$ cat src/adcc_defines.svh
// Purpose: offsets, field positions, reset values and counts for adcc
// Assumes: 32-bit register words, one aligned word each
// Notes: included by bare name only
`ifndef ADCC_DEFINES_SVH
`define ADCC_DEFINES_SVH

// ----------------------------------------------------------------------
// register byte offsets
// ----------------------------------------------------------------------
`define ADCC_OFF_CONTROL_0 6'h00
`define ADCC_OFF_CONTROL_1 6'h04
`define ADCC_OFF_PIN_ENABLE 6'h08
`define ADCC_OFF_RESULT_LOW 6'h0c
`define ADCC_OFF_RESULT_HIGH 6'h10
`define ADCC_OFF_IRQ 6'h14

// ----------------------------------------------------------------------
// field positions
// ----------------------------------------------------------------------
`define ADCC_C0_START 7
`define ADCC_C0_PENDING 6
`define ADCC_C0_POWER_DOWN 5
`define ADCC_C0_CH_LO_MSB 2
`define ADCC_C1_CH_HI 7
`define ADCC_C1_REF_SEL 3
`define ADCC_C1_DIV_MSB 2
`define ADCC_IRQ_FLAG 0
`define ADCC_IRQ_ENABLE 1
`define ADCC_IRQ_GLOBAL 2

// ----------------------------------------------------------------------
// reset values
// ----------------------------------------------------------------------
`define ADCC_RST_POWER_DOWN 1'b1
`define ADCC_RST_PENDING 1'b1
`define ADCC_RST_PIN_ENABLE 8'hff
`define ADCC_RST_DIV 3'h0
`define ADCC_RST_CHANNEL 4'h0

// ----------------------------------------------------------------------
// timing counts in converter clock periods, then divider and bus response codes
// ----------------------------------------------------------------------
`define ADCC_SAMPLE_PERIODS 4'h4
`define ADCC_RESULT_BITS 4'hc
`define ADCC_DIV_UNDEFINED 3'h7
`define ADCC_RESP_OKAY 2'h0
`define ADCC_RESP_SLVERR 2'h2

`endif

$ cat src/adcc_pkg.sv
// Purpose: shared types of the converter control block
// Assumes: constants live in adcc_defines.svh
// Notes: types only
`default_nettype none
package adcc_pkg;

    // converter sequencer states
    typedef enum logic [1:0] {
        ADCC_IDLE,
        ADCC_HOLD,
        ADCC_SAMPLE,
        ADCC_CONVERT
    } adcc_state_t;

    // requests from the port logic for the eight shared pins
    typedef struct packed {
        logic [7:0] pullup_request;
        logic [7:0] port_c_direction;
    } adcc_pin_req_t;

    // effective pin controls after analog override
    typedef struct packed {
        logic [7:0] analog_route;
        logic [7:0] digital_disable;
        logic [7:0] pullup_enable;
        logic [7:0] output_enable;
    } adcc_pin_ctl_t;

    // controls toward the analog macro
    typedef struct packed {
        logic power_on;
        logic reference_select;
        logic vref_pin_takeover;
        logic sample_hold;
        logic [3:0] channel_select;
        logic [11:0] trial_code;
    } adcc_analog_t;

endpackage : adcc_pkg
`default_nettype wire

$ cat src/adcc_clkdiv.sv
// Purpose: converter clock tick generator, sys_clk divided by 2**code
// Assumes: code 111 is never selected by software
// Notes: restart aligns the first tick to a full period
`default_nettype none
`include "adcc_defines.svh"
module adcc_clkdiv (
    input wire logic sys_clk, // system clock
    input wire logic rst, // synchronous reset
    input wire logic ce, // clock enable
    input wire logic restart, // realign divider
    input wire logic [2:0] converter_clock_divider, // ratio code
    output logic tick // one converter clock period elapsed
);
    import adcc_pkg::*;

    logic [5:0] count;
    logic [5:0] limit;

    // terminal count per code, undefined code gives no ticks
    always_comb begin
        limit = 6'(7'h01 << converter_clock_divider) - 6'h01;
    end

    // free counter, cleared at terminal count or restart
    always_ff @(posedge sys_clk) begin
        if (rst) begin
            count <= 6'h00;
        end else if (ce) begin
            if (restart || count == limit) begin
                count <= 6'h00;
            end else begin
                count <= count + 6'h01;
            end
        end
    end

    // tick once per converter clock period
    assign tick = ce && !restart && (count == limit) &&
        (converter_clock_divider != `ADCC_DIV_UNDEFINED);

endmodule : adcc_clkdiv
`default_nettype wire

$ cat src/adcc_top.sv
// Purpose: successive-approximation converter control with AXI4-Lite
// Assumes: comparator_high comes from the analog macro on sys_clk
// Notes: analog macro does conversion analog work; this is its sequencer
//
// Functional notes
// - power down bit shuts analog off
// - reference select picks supply or pin
// - analog select routes pin, disables digital
// - analog pin drops its pull-up
// - analog select overrides port direction
// - channel field split across both controls
// - start high then low begins conversion
// - pending clears at end, result valid
// - conversion lasts sixteen converter clocks
// - four sample periods, one per bit
// - converter clock sys divided by powers
// - twelve-bit unsigned code, full scale fff
// - half-step offset applied in analog
// - divider codes 000 to 110 only
// - start held high resets, pending high
// - completion sets converter interrupt flag
`default_nettype none
`include "adcc_defines.svh"
module adcc_top (
    input wire logic sys_clk, // 200 MHz system clock
    input wire logic rst, // synchronous reset, active high
    input wire logic ce, // clock enable, freezes state when low
    input wire logic [5:0] s_axi_awaddr, // write address
    input wire logic s_axi_awvalid, // write address valid
    output logic s_axi_awready, // write address ready
    input wire logic [31:0] s_axi_wdata, // write data
    input wire logic [3:0] s_axi_wstrb, // write strobes
    input wire logic s_axi_wvalid, // write data valid
    output logic s_axi_wready, // write data ready
    output logic [1:0] s_axi_bresp, // write response
    output logic s_axi_bvalid, // write response valid
    input wire logic s_axi_bready, // write response ready
    input wire logic [5:0] s_axi_araddr, // read address
    input wire logic s_axi_arvalid, // read address valid
    output logic s_axi_arready, // read address ready
    output logic [31:0] s_axi_rdata, // read data
    output logic [1:0] s_axi_rresp, // read response
    output logic s_axi_rvalid, // read data valid
    input wire logic s_axi_rready, // read data ready
    input wire logic comparator_high, // input above trial level
    input wire adcc_pkg::adcc_pin_req_t pin_req, // port logic requests
    output adcc_pkg::adcc_pin_ctl_t pin_ctl, // effective pin controls
    output adcc_pkg::adcc_analog_t analog, // analog macro controls
    output logic irq_request // end-of-conversion interrupt request
);
    import adcc_pkg::*;

    // ------------------------------------------------------------------
    // register state
    // ------------------------------------------------------------------
    logic start_bit;
    logic conversion_pending_flag;
    logic converter_power_down;
    logic [2:0] channel_low;
    logic channel_high;
    logic reference_select;
    logic [2:0] converter_clock_divider;
    logic [7:0] pin_analog_select;
    logic converter_irq_flag;
    logic converter_irq_enable;
    logic global_irq_enable;
    logic [11:0] result;

    // sequencer state
    adcc_state_t state;
    logic [3:0] period_count;
    logic [3:0] bit_index;
    logic [11:0] trial_code;
    logic tick;
    logic restart_div;
    logic done;

    // bus state
    logic aw_held;
    logic w_held;
    logic [5:0] aw_addr;
    logic [31:0] w_data;
    logic [3:0] w_strb;
    logic wr_fire;
    logic wr_hit;
    logic [31:0] next_rdata;
    logic rd_hit;
    logic irq_clear;

    // ------------------------------------------------------------------
    // write channel
    // ------------------------------------------------------------------
    // address and data are taken independently, response after both
    assign s_axi_awready = ce && !aw_held && !s_axi_bvalid;
    assign s_axi_wready = ce && !w_held && !s_axi_bvalid;
    assign wr_fire = ce && aw_held && w_held && !s_axi_bvalid;

    // capture write address
    always_ff @(posedge sys_clk) begin
        if (rst) begin
            aw_held <= 1'b0;
            aw_addr <= 6'h00;
        end else if (ce) begin
            if (s_axi_awvalid && s_axi_awready) begin
                aw_held <= 1'b1;
                aw_addr <= s_axi_awaddr;
            end else if (wr_fire) begin
                aw_held <= 1'b0;
            end
        end
    end

    // capture write data
    always_ff @(posedge sys_clk) begin
        if (rst) begin
            w_held <= 1'b0;
            w_data <= 32'h0000_0000;
            w_strb <= 4'h0;
        end else if (ce) begin
            if (s_axi_wvalid && s_axi_wready) begin
                w_held <= 1'b1;
                w_data <= s_axi_wdata;
                w_strb <= s_axi_wstrb;
            end else if (wr_fire) begin
                w_held <= 1'b0;
            end
        end
    end

    // write address decode
    always_comb begin
        case ({aw_addr[5:2], 2'b00})
            `ADCC_OFF_CONTROL_0, `ADCC_OFF_CONTROL_1,
            `ADCC_OFF_PIN_ENABLE, `ADCC_OFF_RESULT_LOW,
            `ADCC_OFF_RESULT_HIGH, `ADCC_OFF_IRQ: wr_hit = 1'b1;
            default: wr_hit = 1'b0;
        endcase
    end

    // write response
    always_ff @(posedge sys_clk) begin
        if (rst) begin
            s_axi_bvalid <= 1'b0;
            s_axi_bresp <= `ADCC_RESP_OKAY;
        end else if (ce) begin
            if (wr_fire) begin
                s_axi_bvalid <= 1'b1;
                s_axi_bresp <= wr_hit ? `ADCC_RESP_OKAY : `ADCC_RESP_SLVERR;
            end else if (s_axi_bready) begin
                s_axi_bvalid <= 1'b0;
            end
        end
    end

    // ------------------------------------------------------------------
    // control registers, byte lane 0 only
    // ------------------------------------------------------------------
    // control 0: start, power down, low channel bits
    always_ff @(posedge sys_clk) begin
        if (rst) begin
            start_bit <= 1'b0;
            converter_power_down <= `ADCC_RST_POWER_DOWN;
            channel_low <= 3'(`ADCC_RST_CHANNEL);
        end else if (ce && wr_fire && w_strb[0] &&
                     {aw_addr[5:2], 2'b00} == `ADCC_OFF_CONTROL_0) begin
            start_bit <= w_data[`ADCC_C0_START];
            converter_power_down <= w_data[`ADCC_C0_POWER_DOWN];
            channel_low <= w_data[`ADCC_C0_CH_LO_MSB:0];
        end
    end

    // control 1: high channel bit, reference, divider
    always_ff @(posedge sys_clk) begin
        if (rst) begin
            channel_high <= 1'b0;
            reference_select <= 1'b0;
            converter_clock_divider <= `ADCC_RST_DIV;
        end else if (ce && wr_fire && w_strb[0] &&
                     {aw_addr[5:2], 2'b00} == `ADCC_OFF_CONTROL_1) begin
            channel_high <= w_data[`ADCC_C1_CH_HI];
            reference_select <= w_data[`ADCC_C1_REF_SEL];
            converter_clock_divider <= w_data[`ADCC_C1_DIV_MSB:0];
        end
    end

    // analog pin select and interrupt enables
    always_ff @(posedge sys_clk) begin
        if (rst) begin
            pin_analog_select <= `ADCC_RST_PIN_ENABLE;
            converter_irq_enable <= 1'b0;
            global_irq_enable <= 1'b0;
        end else if (ce && wr_fire && w_strb[0]) begin
            if ({aw_addr[5:2], 2'b00} == `ADCC_OFF_PIN_ENABLE) begin
                pin_analog_select <= w_data[7:0];
            end
            if ({aw_addr[5:2], 2'b00} == `ADCC_OFF_IRQ) begin
                converter_irq_enable <= w_data[`ADCC_IRQ_ENABLE];
                global_irq_enable <= w_data[`ADCC_IRQ_GLOBAL];
            end
        end
    end

    // writing one to the flag bit clears it
    assign irq_clear = wr_fire && w_strb[0] && w_data[`ADCC_IRQ_FLAG] &&
        {aw_addr[5:2], 2'b00} == `ADCC_OFF_IRQ;

    // sticky flag, completion wins over a clear in the same cycle
    always_ff @(posedge sys_clk) begin
        if (rst) begin
            converter_irq_flag <= 1'b0;
        end else if (ce) begin
            converter_irq_flag <= done ||
                (converter_irq_flag && !irq_clear);
        end
    end

    // ------------------------------------------------------------------
    // read channel
    // ------------------------------------------------------------------
    assign s_axi_arready = ce && !s_axi_rvalid;

    // read mux
    always_comb begin
        next_rdata = 32'h0000_0000;
        rd_hit = 1'b1;
        case ({s_axi_araddr[5:2], 2'b00})
            `ADCC_OFF_CONTROL_0: begin
                next_rdata[`ADCC_C0_START] = start_bit;
                next_rdata[`ADCC_C0_PENDING] = conversion_pending_flag;
                next_rdata[`ADCC_C0_POWER_DOWN] = converter_power_down;
                next_rdata[`ADCC_C0_CH_LO_MSB:0] = channel_low;
            end
            `ADCC_OFF_CONTROL_1: begin
                next_rdata[`ADCC_C1_CH_HI] = channel_high;
                next_rdata[`ADCC_C1_REF_SEL] = reference_select;
                next_rdata[`ADCC_C1_DIV_MSB:0] = converter_clock_divider;
            end
            `ADCC_OFF_PIN_ENABLE: next_rdata[7:0] = pin_analog_select;
            `ADCC_OFF_RESULT_LOW: next_rdata[7:0] = result[7:0];
            `ADCC_OFF_RESULT_HIGH: next_rdata[3:0] = result[11:8];
            `ADCC_OFF_IRQ: begin
                next_rdata[`ADCC_IRQ_FLAG] = converter_irq_flag;
                next_rdata[`ADCC_IRQ_ENABLE] = converter_irq_enable;
                next_rdata[`ADCC_IRQ_GLOBAL] = global_irq_enable;
            end
            default: rd_hit = 1'b0;
        endcase
    end

    // registered read answer
    always_ff @(posedge sys_clk) begin
        if (rst) begin
            s_axi_rvalid <= 1'b0;
            s_axi_rdata <= 32'h0000_0000;
            s_axi_rresp <= `ADCC_RESP_OKAY;
        end else if (ce) begin
            if (s_axi_arvalid && s_axi_arready) begin
                s_axi_rvalid <= 1'b1;
                s_axi_rdata <= next_rdata;
                s_axi_rresp <= rd_hit ? `ADCC_RESP_OKAY : `ADCC_RESP_SLVERR;
            end else if (s_axi_rready) begin
                s_axi_rvalid <= 1'b0;
            end
        end
    end

    // ------------------------------------------------------------------
    // converter sequencer
    // ------------------------------------------------------------------
    adcc_clkdiv u_clkdiv (
        .sys_clk(sys_clk),
        .rst(rst),
        .ce(ce),
        .restart(restart_div),
        .converter_clock_divider(converter_clock_divider),
        .tick(tick)
    );

    // divider realigns while idle or held
    assign restart_div = (state == ADCC_IDLE) || (state == ADCC_HOLD);
    assign done = ce && tick && state == ADCC_CONVERT &&
        bit_index == 4'h0;

    // start rise resets, start fall launches, power down aborts
    always_ff @(posedge sys_clk) begin
        if (rst) begin
            state <= ADCC_IDLE;
            period_count <= 4'h0;
            bit_index <= 4'h0;
            trial_code <= 12'h000;
        end else if (ce) begin
            if (converter_power_down) begin
                state <= ADCC_IDLE;
            end else if (start_bit) begin
                state <= ADCC_HOLD;
            end else begin
                case (state)
                    ADCC_HOLD: begin
                        state <= ADCC_SAMPLE;
                        period_count <= 4'h0;
                        trial_code <= 12'h000;
                    end
                    ADCC_SAMPLE: if (tick) begin
                        if (period_count == `ADCC_SAMPLE_PERIODS - 4'h1)
                        begin
                            state <= ADCC_CONVERT;
                            bit_index <= `ADCC_RESULT_BITS - 4'h1;
                            trial_code <= 12'h800;
                        end else begin
                            period_count <= period_count + 4'h1;
                        end
                    end
                    ADCC_CONVERT: if (tick) begin
                        // keep the trial bit only if input is above it
                        trial_code[bit_index] <= comparator_high;
                        if (bit_index == 4'h0) begin
                            state <= ADCC_IDLE;
                        end else begin
                            trial_code[bit_index - 4'h1] <= 1'b1;
                            bit_index <= bit_index - 4'h1;
                        end
                    end
                    ADCC_IDLE: state <= ADCC_IDLE;
                    default: state <= ADCC_IDLE;
                endcase
            end
        end
    end

    // result only changes at completion
    always_ff @(posedge sys_clk) begin
        if (rst) begin
            result <= 12'h000;
        end else if (done) begin
            result <= {trial_code[11:1], comparator_high};
        end
    end

    // pending flag: forced high by start, cleared at completion
    always_ff @(posedge sys_clk) begin
        if (rst) begin
            conversion_pending_flag <= `ADCC_RST_PENDING;
        end else if (ce) begin
            if (start_bit) begin
                conversion_pending_flag <= 1'b1;
            end else if (done && !converter_power_down) begin
                conversion_pending_flag <= 1'b0;
            end
        end
    end

    // ------------------------------------------------------------------
    // pin and analog outputs
    // ------------------------------------------------------------------
    // analog select takes the pin from the digital port
    assign pin_ctl.analog_route = pin_analog_select;
    assign pin_ctl.digital_disable = pin_analog_select;
    assign pin_ctl.pullup_enable =
        pin_req.pullup_request & ~pin_analog_select;
    assign pin_ctl.output_enable =
        pin_req.port_c_direction & ~pin_analog_select;

    // analog macro controls
    assign analog.power_on = !converter_power_down;
    assign analog.reference_select = reference_select;
    assign analog.vref_pin_takeover = reference_select;
    assign analog.sample_hold = (state == ADCC_SAMPLE);
    assign analog.channel_select = {channel_high, channel_low};
    // the macro applies the half-step offset to the trial level
    assign analog.trial_code = trial_code;

    // interrupt request needs both enables
    assign irq_request = converter_irq_flag && converter_irq_enable &&
        global_irq_enable;

endmodule : adcc_top
`default_nettype wire

$ cat config.mk
export PLATFORM = sky130hd
export DESIGN_NAME = adcc_top
export DESIGN_NICKNAME = d
export VERILOG_FILES = /design/src/adcc_pkg.sv /design/src/adcc_clkdiv.sv /design/src/adcc_top.sv
export VERILOG_INCLUDE_DIRS = /design/src
export SDC_FILE = /design/constraint.sdc
export NUM_CORES = 1
export LEC_CHECK = 0
export BUFFER_PORTS_ARGS = -buffer_cell sky130_fd_sc_hd__buf_2
export CORE_ASPECT_RATIO = 1.5
export CORE_UTILIZATION = 55
export CTS_BUF_LIST = sky130_fd_sc_hd__clkbuf_16
export DETAILED_ROUTE_END_ITERATION = 16
export PLACE_DENSITY_LB_ADDON = 0.05
export SYNTH_ARGS = -nofsm -noshare
export SYNTH_HDL_FRONTEND = slang
export SYNTH_SLANG_ARGS = --single-unit
$ cat constraint.sdc
create_clock -name sys_clk -period 5 [get_ports sys_clk]
set_clock_uncertainty 0.05 [all_clocks]
set_input_delay 0.25 -clock sys_clk [delete_from_list [all_inputs] [get_ports sys_clk]]
set_output_delay 0.25 -clock sys_clk [all_outputs]
set_load 0.02 [all_outputs]
# After elaboration in Yosys (flattened, before gate mapping)
# Index checks and enable logic that the tools add are counted.
# word_totals
wordCells	180
ff_bits	93
input_bits	73
output_inout_bits	94
# classes
bitwise_logic	6
n_lt_le_gt_ge	4
mux	44
n_shift	1
add_sub_neg	4
reduce_logical	69
n_eq_ne	25
# ops
op	n
$mux 12	4
$pmux 12 s3	1
$logic_and 1x1->1	30
$mux 4	6
$reduce_and 2->1	11
$eq 4x2->1 const B	5
$pmux 3 s6	1
$and 8x8->8	2
$eq 4x3->1 const B	4
$mux 2	8
$pmux 4 s2	2
$reduce_bool 2->1	7
$mux 1	13
$bwmux 12	1
$logic_not 4->1	3
$or 12x12->12	1
$reduce_or 6->1	2
$lt 4x5->1 const B	2
$demux 1 s4	2
$eq 4x1->1 const B	2
$ge 4x1->1 const B	2
$ne 4x1->1 const B	2
$not 8->8	1
$pmux 1 s4	2
other kinds (26)	39

# Longest topological paths before layout
# depth
ltp_word	12
ltp_mapped	13
ltp_nobuf	10

# Hierarchy
# Synthesis repeated with hierarchy kept, for this count alone.
# unflattened
hier_cells	618
hier_area_um2	5101.1
# by_module_without_submodules
module	n_inst	cells_each	seq_area_each_um2	area_each_um2
adcc_top	1	560	1661.6	4608.2
adcc_clkdiv	1	58	120.1	493.0

# Worst setup path before layout
# No wires, ideal clock.
# synth_timing
path_type	register -> register
from	register converter_clock_divider[1]
to	register conversion_pending_flag
synth_period_minus_slack_ns	2.938
required_ns	4.828
arrival_time_ns	2.767
stages_incl_launch_ff	12
path_slack_ns	2.062
n_path_buf	2
setup_ns	0.122
path_cell_list	dfxtp_1 -> buf_2 -> or3_1 -> ha_1 -> and3_1 -> a31oi_1 -> a21o_1 -> nand4_4 -> or3_1 -> buf_2 -> or3_1 -> a221o_1
# synth_between
elab_chain_len	11
word_cells_on_any_way	12
cone_classes	1 x add/sub; 2 x eq/ne; 1 x shift; 8 x reduce/logical
# synth_rtl
item	line_no	source
start, declared	adcc_top.sv:62	logic [2:0] converter_clock_divider;
start signal, assigned	adcc_top.sv:177	converter_clock_divider <= `ADCC_RST_DIV;
start signal, assigned	adcc_top.sv:182	converter_clock_divider <= w_data[`ADCC_C1_DIV_MSB:0];
$shl 1x3->6	adcc_clkdiv.sv:21	limit = 6'(7'h01 << converter_clock_divider) - 6'h01;
$sub 6x1->6	adcc_clkdiv.sv:21	
$eq 6x6->1	adcc_clkdiv.sv:38	assign tick = ce && !restart && (count == limit) &&
$logic_and 1x1->1	adcc_clkdiv.sv:38	
$logic_and 1x1->1 (*)	adcc_clkdiv.sv:38	
$logic_and 1x1->1 (*) (3 in a row)	adcc_top.sv:281	assign done = ce && tick && state == ADCC_CONVERT &&
$logic_and 1x1->1 (*)	adcc_top.sv:346	end else if (done && !converter_power_down) begin
$reduce_bool 2->1 (no line) (*)	-	
$reduce_and 2->1 (no line) (*)	-	
end signal, assigned	adcc_top.sv:342	conversion_pending_flag <= `ADCC_RST_PENDING;
end, declared	adcc_top.sv:57	logic conversion_pending_flag;
# Every way passes the cells marked *; elsewhere a longest branch is shown, timed or not.
# A chain may end at the register's enable or synchronous reset.

# Worst setup path after layout
# Same ends and word-level chain as after synthesis.

==> results.toml <==
[run_status]
outcome = "finished, final reports clean"

[global_routing]
gr-usage-all-layers_pct = 26.8
grt_pass1_vias = 4087
use_met2_pct = 51.1
top_usage_layer = "met2"
gr-total-overflow = 0
grt_pass1_wl_mm = 19.0
grt_max_degree = 73
met3_usage_pct = 4.30
met1_usage_pct = 28.0
antenna_found_initial = 0

[worst_setup_path]
ff2ff_setup_slack_ns = 1.61
ff2ff_path_depth = 9
crit_type = "reg2reg"
r2r-start = "converter_clock_divider[1]$_SDFFE_PP0P_"
slowest_delay_ns = 0.68
worst-path-buf-inv = 0
cp_common_cell = "or3_1"
cp.arrival_ns = 3.57
startpoint_type = "flip-flop"
r2r_end = "conversion_pending_flag$_SDFFE_PP1P_"
cp_cell_sequence = "or3_1 > ha_1 > and3_1 > a31oi_1 > a21o_1 > nand4_4 > or3_1 > or3_1 > a221o_1"
crit_required_ns = 5.17
path_delay_family = "simple AND/OR/NAND/NOR gates"
crit_path_top_delay_cell = "or3_1"
end_kind = "flip-flop"
crit_fanout = 14

[detailed_routing]
wirelength_mm = 11.8
drcViolationCount = 0
ant_nets = 0
post_drt_wl_per_cell_um = 15.5
viasPerCell = 5.73
drt_iter0_drc = 199
drt_first_pass_iters = 4
dr_total_vias = 4379

[min_path]
hp-start = "s_axi_awaddr[4]"
min_path_type = "in2reg"
holdPathEnd = "aw_addr[4]$_SDFFE_PP0P_"
holdPathStages = 3

[timing]
post-route-worst-setup-slack_ns = 1.61
setup_viol = 0
timing.final.crit_share_pct = 67.9
rsz0062_at_grt = "no"
finalSetupTns_ns = 0
finalMaxSlewViolations = 0
slew_headroom_pct = 44.3
finalCriticalPeriod_ns = 3.39
hold_viol = 0
max_clock_freq_ghz = 0.295
worst_pin_slew_ns = 0.834
hold_ws_ns = 0.105

[clocking]
cts.path.max_buffers = 2
postCtsHoldBufs = 0
clock_latency_ns = 0.33
clockRootBuffer = "clkbuf_16"
clock-sinks = 89
postCtsResizedCells = 0
cts_buffers = 9
cts_setup_buffers = 0
clk_pin_slew_ns = 0.06
cts_tree = "done"
htreeDepth = 3

[place]
gp_congestion = 0.886
portBuffers = 109
dp_cells = 749
dpl.hpwl_mm = 8.92
place_ws_ns = 1.61

[floorplanning]
row_count = 41
io_pins = 167
core_area_um2 = 8460
die_h_um = 117
dieArea_um2 = 9170
fp.dieW_um = 78.5
start_util_pct = 57.0

[final_layout]
fin_cells = 764
antenna_cells = 0
layout.nets = 739
syn_to_final_growth_pct = 13.5
drive_above_1_share_pct = 20.7

[synth]
synth.distinct_cells = 56
synth-edff-count = 0
yosys.area.top_type = "dfxtp_1"
ys_ff_latch = 89
avgSynthCellArea_um2 = 8.46
synth_top_area_share_pct = 36.9
synth-main-ff-cell = "dfxtp_1"
ys_async_sr_fraction_pct = 0
yosys_warnings = 0
synthTopCellsByArea = "dfxtp_1 (37%), mux2i_1 (11%), buf_4 (5.9%)"
yosysSeqAreaShare_pct = 36.9
synth.cell_area_um2 = 4830
syn_inst = 571

[power_and_ir_drop]
power_density_nw_per_um2 = 256
vdd_drop_max_mv = 0.211
p_total_mw = 1.40
p_leak_nw = 2.47

[run]
max_cap_violations = 0
-- through the flow --
step	utilization [%]	area, µm²
6_report	64.7	5480
5_1_grt	64.7	5480
4_1_cts	64.7	5480
3_5_place_dp	61.7	5230
3_3_place_gp	61.7	5230
2_1_floorplan	-	4920
-- cell usage in the layout, fill, tap and decap left out, drive strengths merged, types with 8 or more instances in the layout --
cell and instances:
a21oi 29, a22o 8, and3 8, buf 111, clkbuf 9, conb 26, dfxtp 89, ha 13
inv 18, mux2i 51, nand2 67, nand3 13, nor2 62, nor2b 18, nor3 14, o21ai 23
-- per-layer routing --
metal | part of all wire (%) | wire, µm | up-vias
met5 | 0 | 0 | -
met4 | 2.7 | 315 | 0
met3 | 5.5 | 654 | 23
met2 | 53 | 6280 | 162
met1 | 39 | 4590 | 2091
li1 | - | - | 2103
-- Yosys cell counts, types with 3 or more instances --
cell / count
a21oi_1: 28
buf_2: 3
mux4_2: 4
nor4_1: 3
and3_1: 8
a311oi_1: 4
xnor2_1: 3
inv_1: 16
a211oi_1: 4
or3_1: 4
clkbuf_1: 23
ha_1: 13
nor2_1: 61
nor2b_1: 18
a22oi_1: 6
buf_4: 38
mux2i_1: 51
o21ai_0: 23
nand4_1: 6
a31oi_1: 6
nand2_1: 67
a22o_1: 8
nand3b_1: 7
a211o_1: 3
nor3_1: 14
dfxtp_1: 89
xor2_1: 3
a21o_1: 3
nand3_1: 12
nand2b_1: 5
o22ai_1: 4
-- cell type report --
type	instances	area [µm²]
timing repair buffer	111	561
multi-input combinational	426	2690
fill	755	2980
sequential	89	1780
tap	107	134
inverter	16	60.1
clock inverter	6	28.8
clock buffer	9	225
-- tightest hold or removal path: cells and delay by family --
family | cells | cell delay [ns]
buffers and inverters | 1 | 0.07
AND/OR/NAND/NOR | 1 | 0.07
multiplexers | 1 | 0.05
-- registers in the layout, summed over array words and instances (netlist names), 3 cells and up --
register,flops
u_clkdiv.count,6
s_axi_rdata,8
bit_index,4
converter_clock_divider,3
channel_low,3
aw_addr,4
period_count,4
result,12
w_data,8
pin_analog_select,8
trial_code,12
-- power breakdown --
group          total, mW  leakage, nW  switching [mW]  internal, mW
clock              0.579        0.131           0.253         0.326
combinational     0.0976         1.62          0.0661        0.0315
sequential         0.727        0.719         0.00885         0.718
total               1.40         2.47           0.328          1.08
-- logic make-up (layout without fill, tap and decap cells) --
family | Yosys count | in the layout | synth area share [%]
AND/OR/NAND/NOR | 220 | 220 | 22.5
AO/OA/AOI/OAI | 106 | 106 | 14.3
flip-flops | 89 | 89 | 36.9
buffers and inverters | 81 | 142 | 9.33
multiplexers | 55 | 55 | 12.4
adder cells (fa/ha/maj) | 13 | 13 | 3.37
XOR/XNOR | 6 | 6 | 1.09
other | 1 | 26 | 0.0777
-- worst max path at each step --
| stage | start | endpoint | slack (ns) | depth (start not counted) |
|---|---|---|---|---|
| 4_1_cts | converter_clock_divider[1]$_SDFFE_PP0P_ | conversion_pending_flag$_SDFFE_PP1P_ | 1.60 | 9 |
| 3_5_place_dp | converter_clock_divider[1]$_SDFFE_PP0P_ | conversion_pending_flag$_SDFFE_PP1P_ | 1.61 | 9 |
| 5_1_grt | converter_clock_divider[1]$_SDFFE_PP0P_ | conversion_pending_flag$_SDFFE_PP1P_ | 1.39 | 9 |
| 2_1_floorplan | converter_clock_divider[1]$_SDFFE_PP0P_ | conversion_pending_flag$_SDFFE_PP1P_ | 2.06 | 11 |
| 6_report | converter_clock_divider[1]$_SDFFE_PP0P_ | conversion_pending_flag$_SDFFE_PP1P_ | 1.61 | 9 |
| 3_3_place_gp | converter_clock_divider[1]$_SDFFE_PP0P_ | conversion_pending_flag$_SDFFE_PP1P_ | 1.71 | 9 |
(Power assumes the default switching activity.)
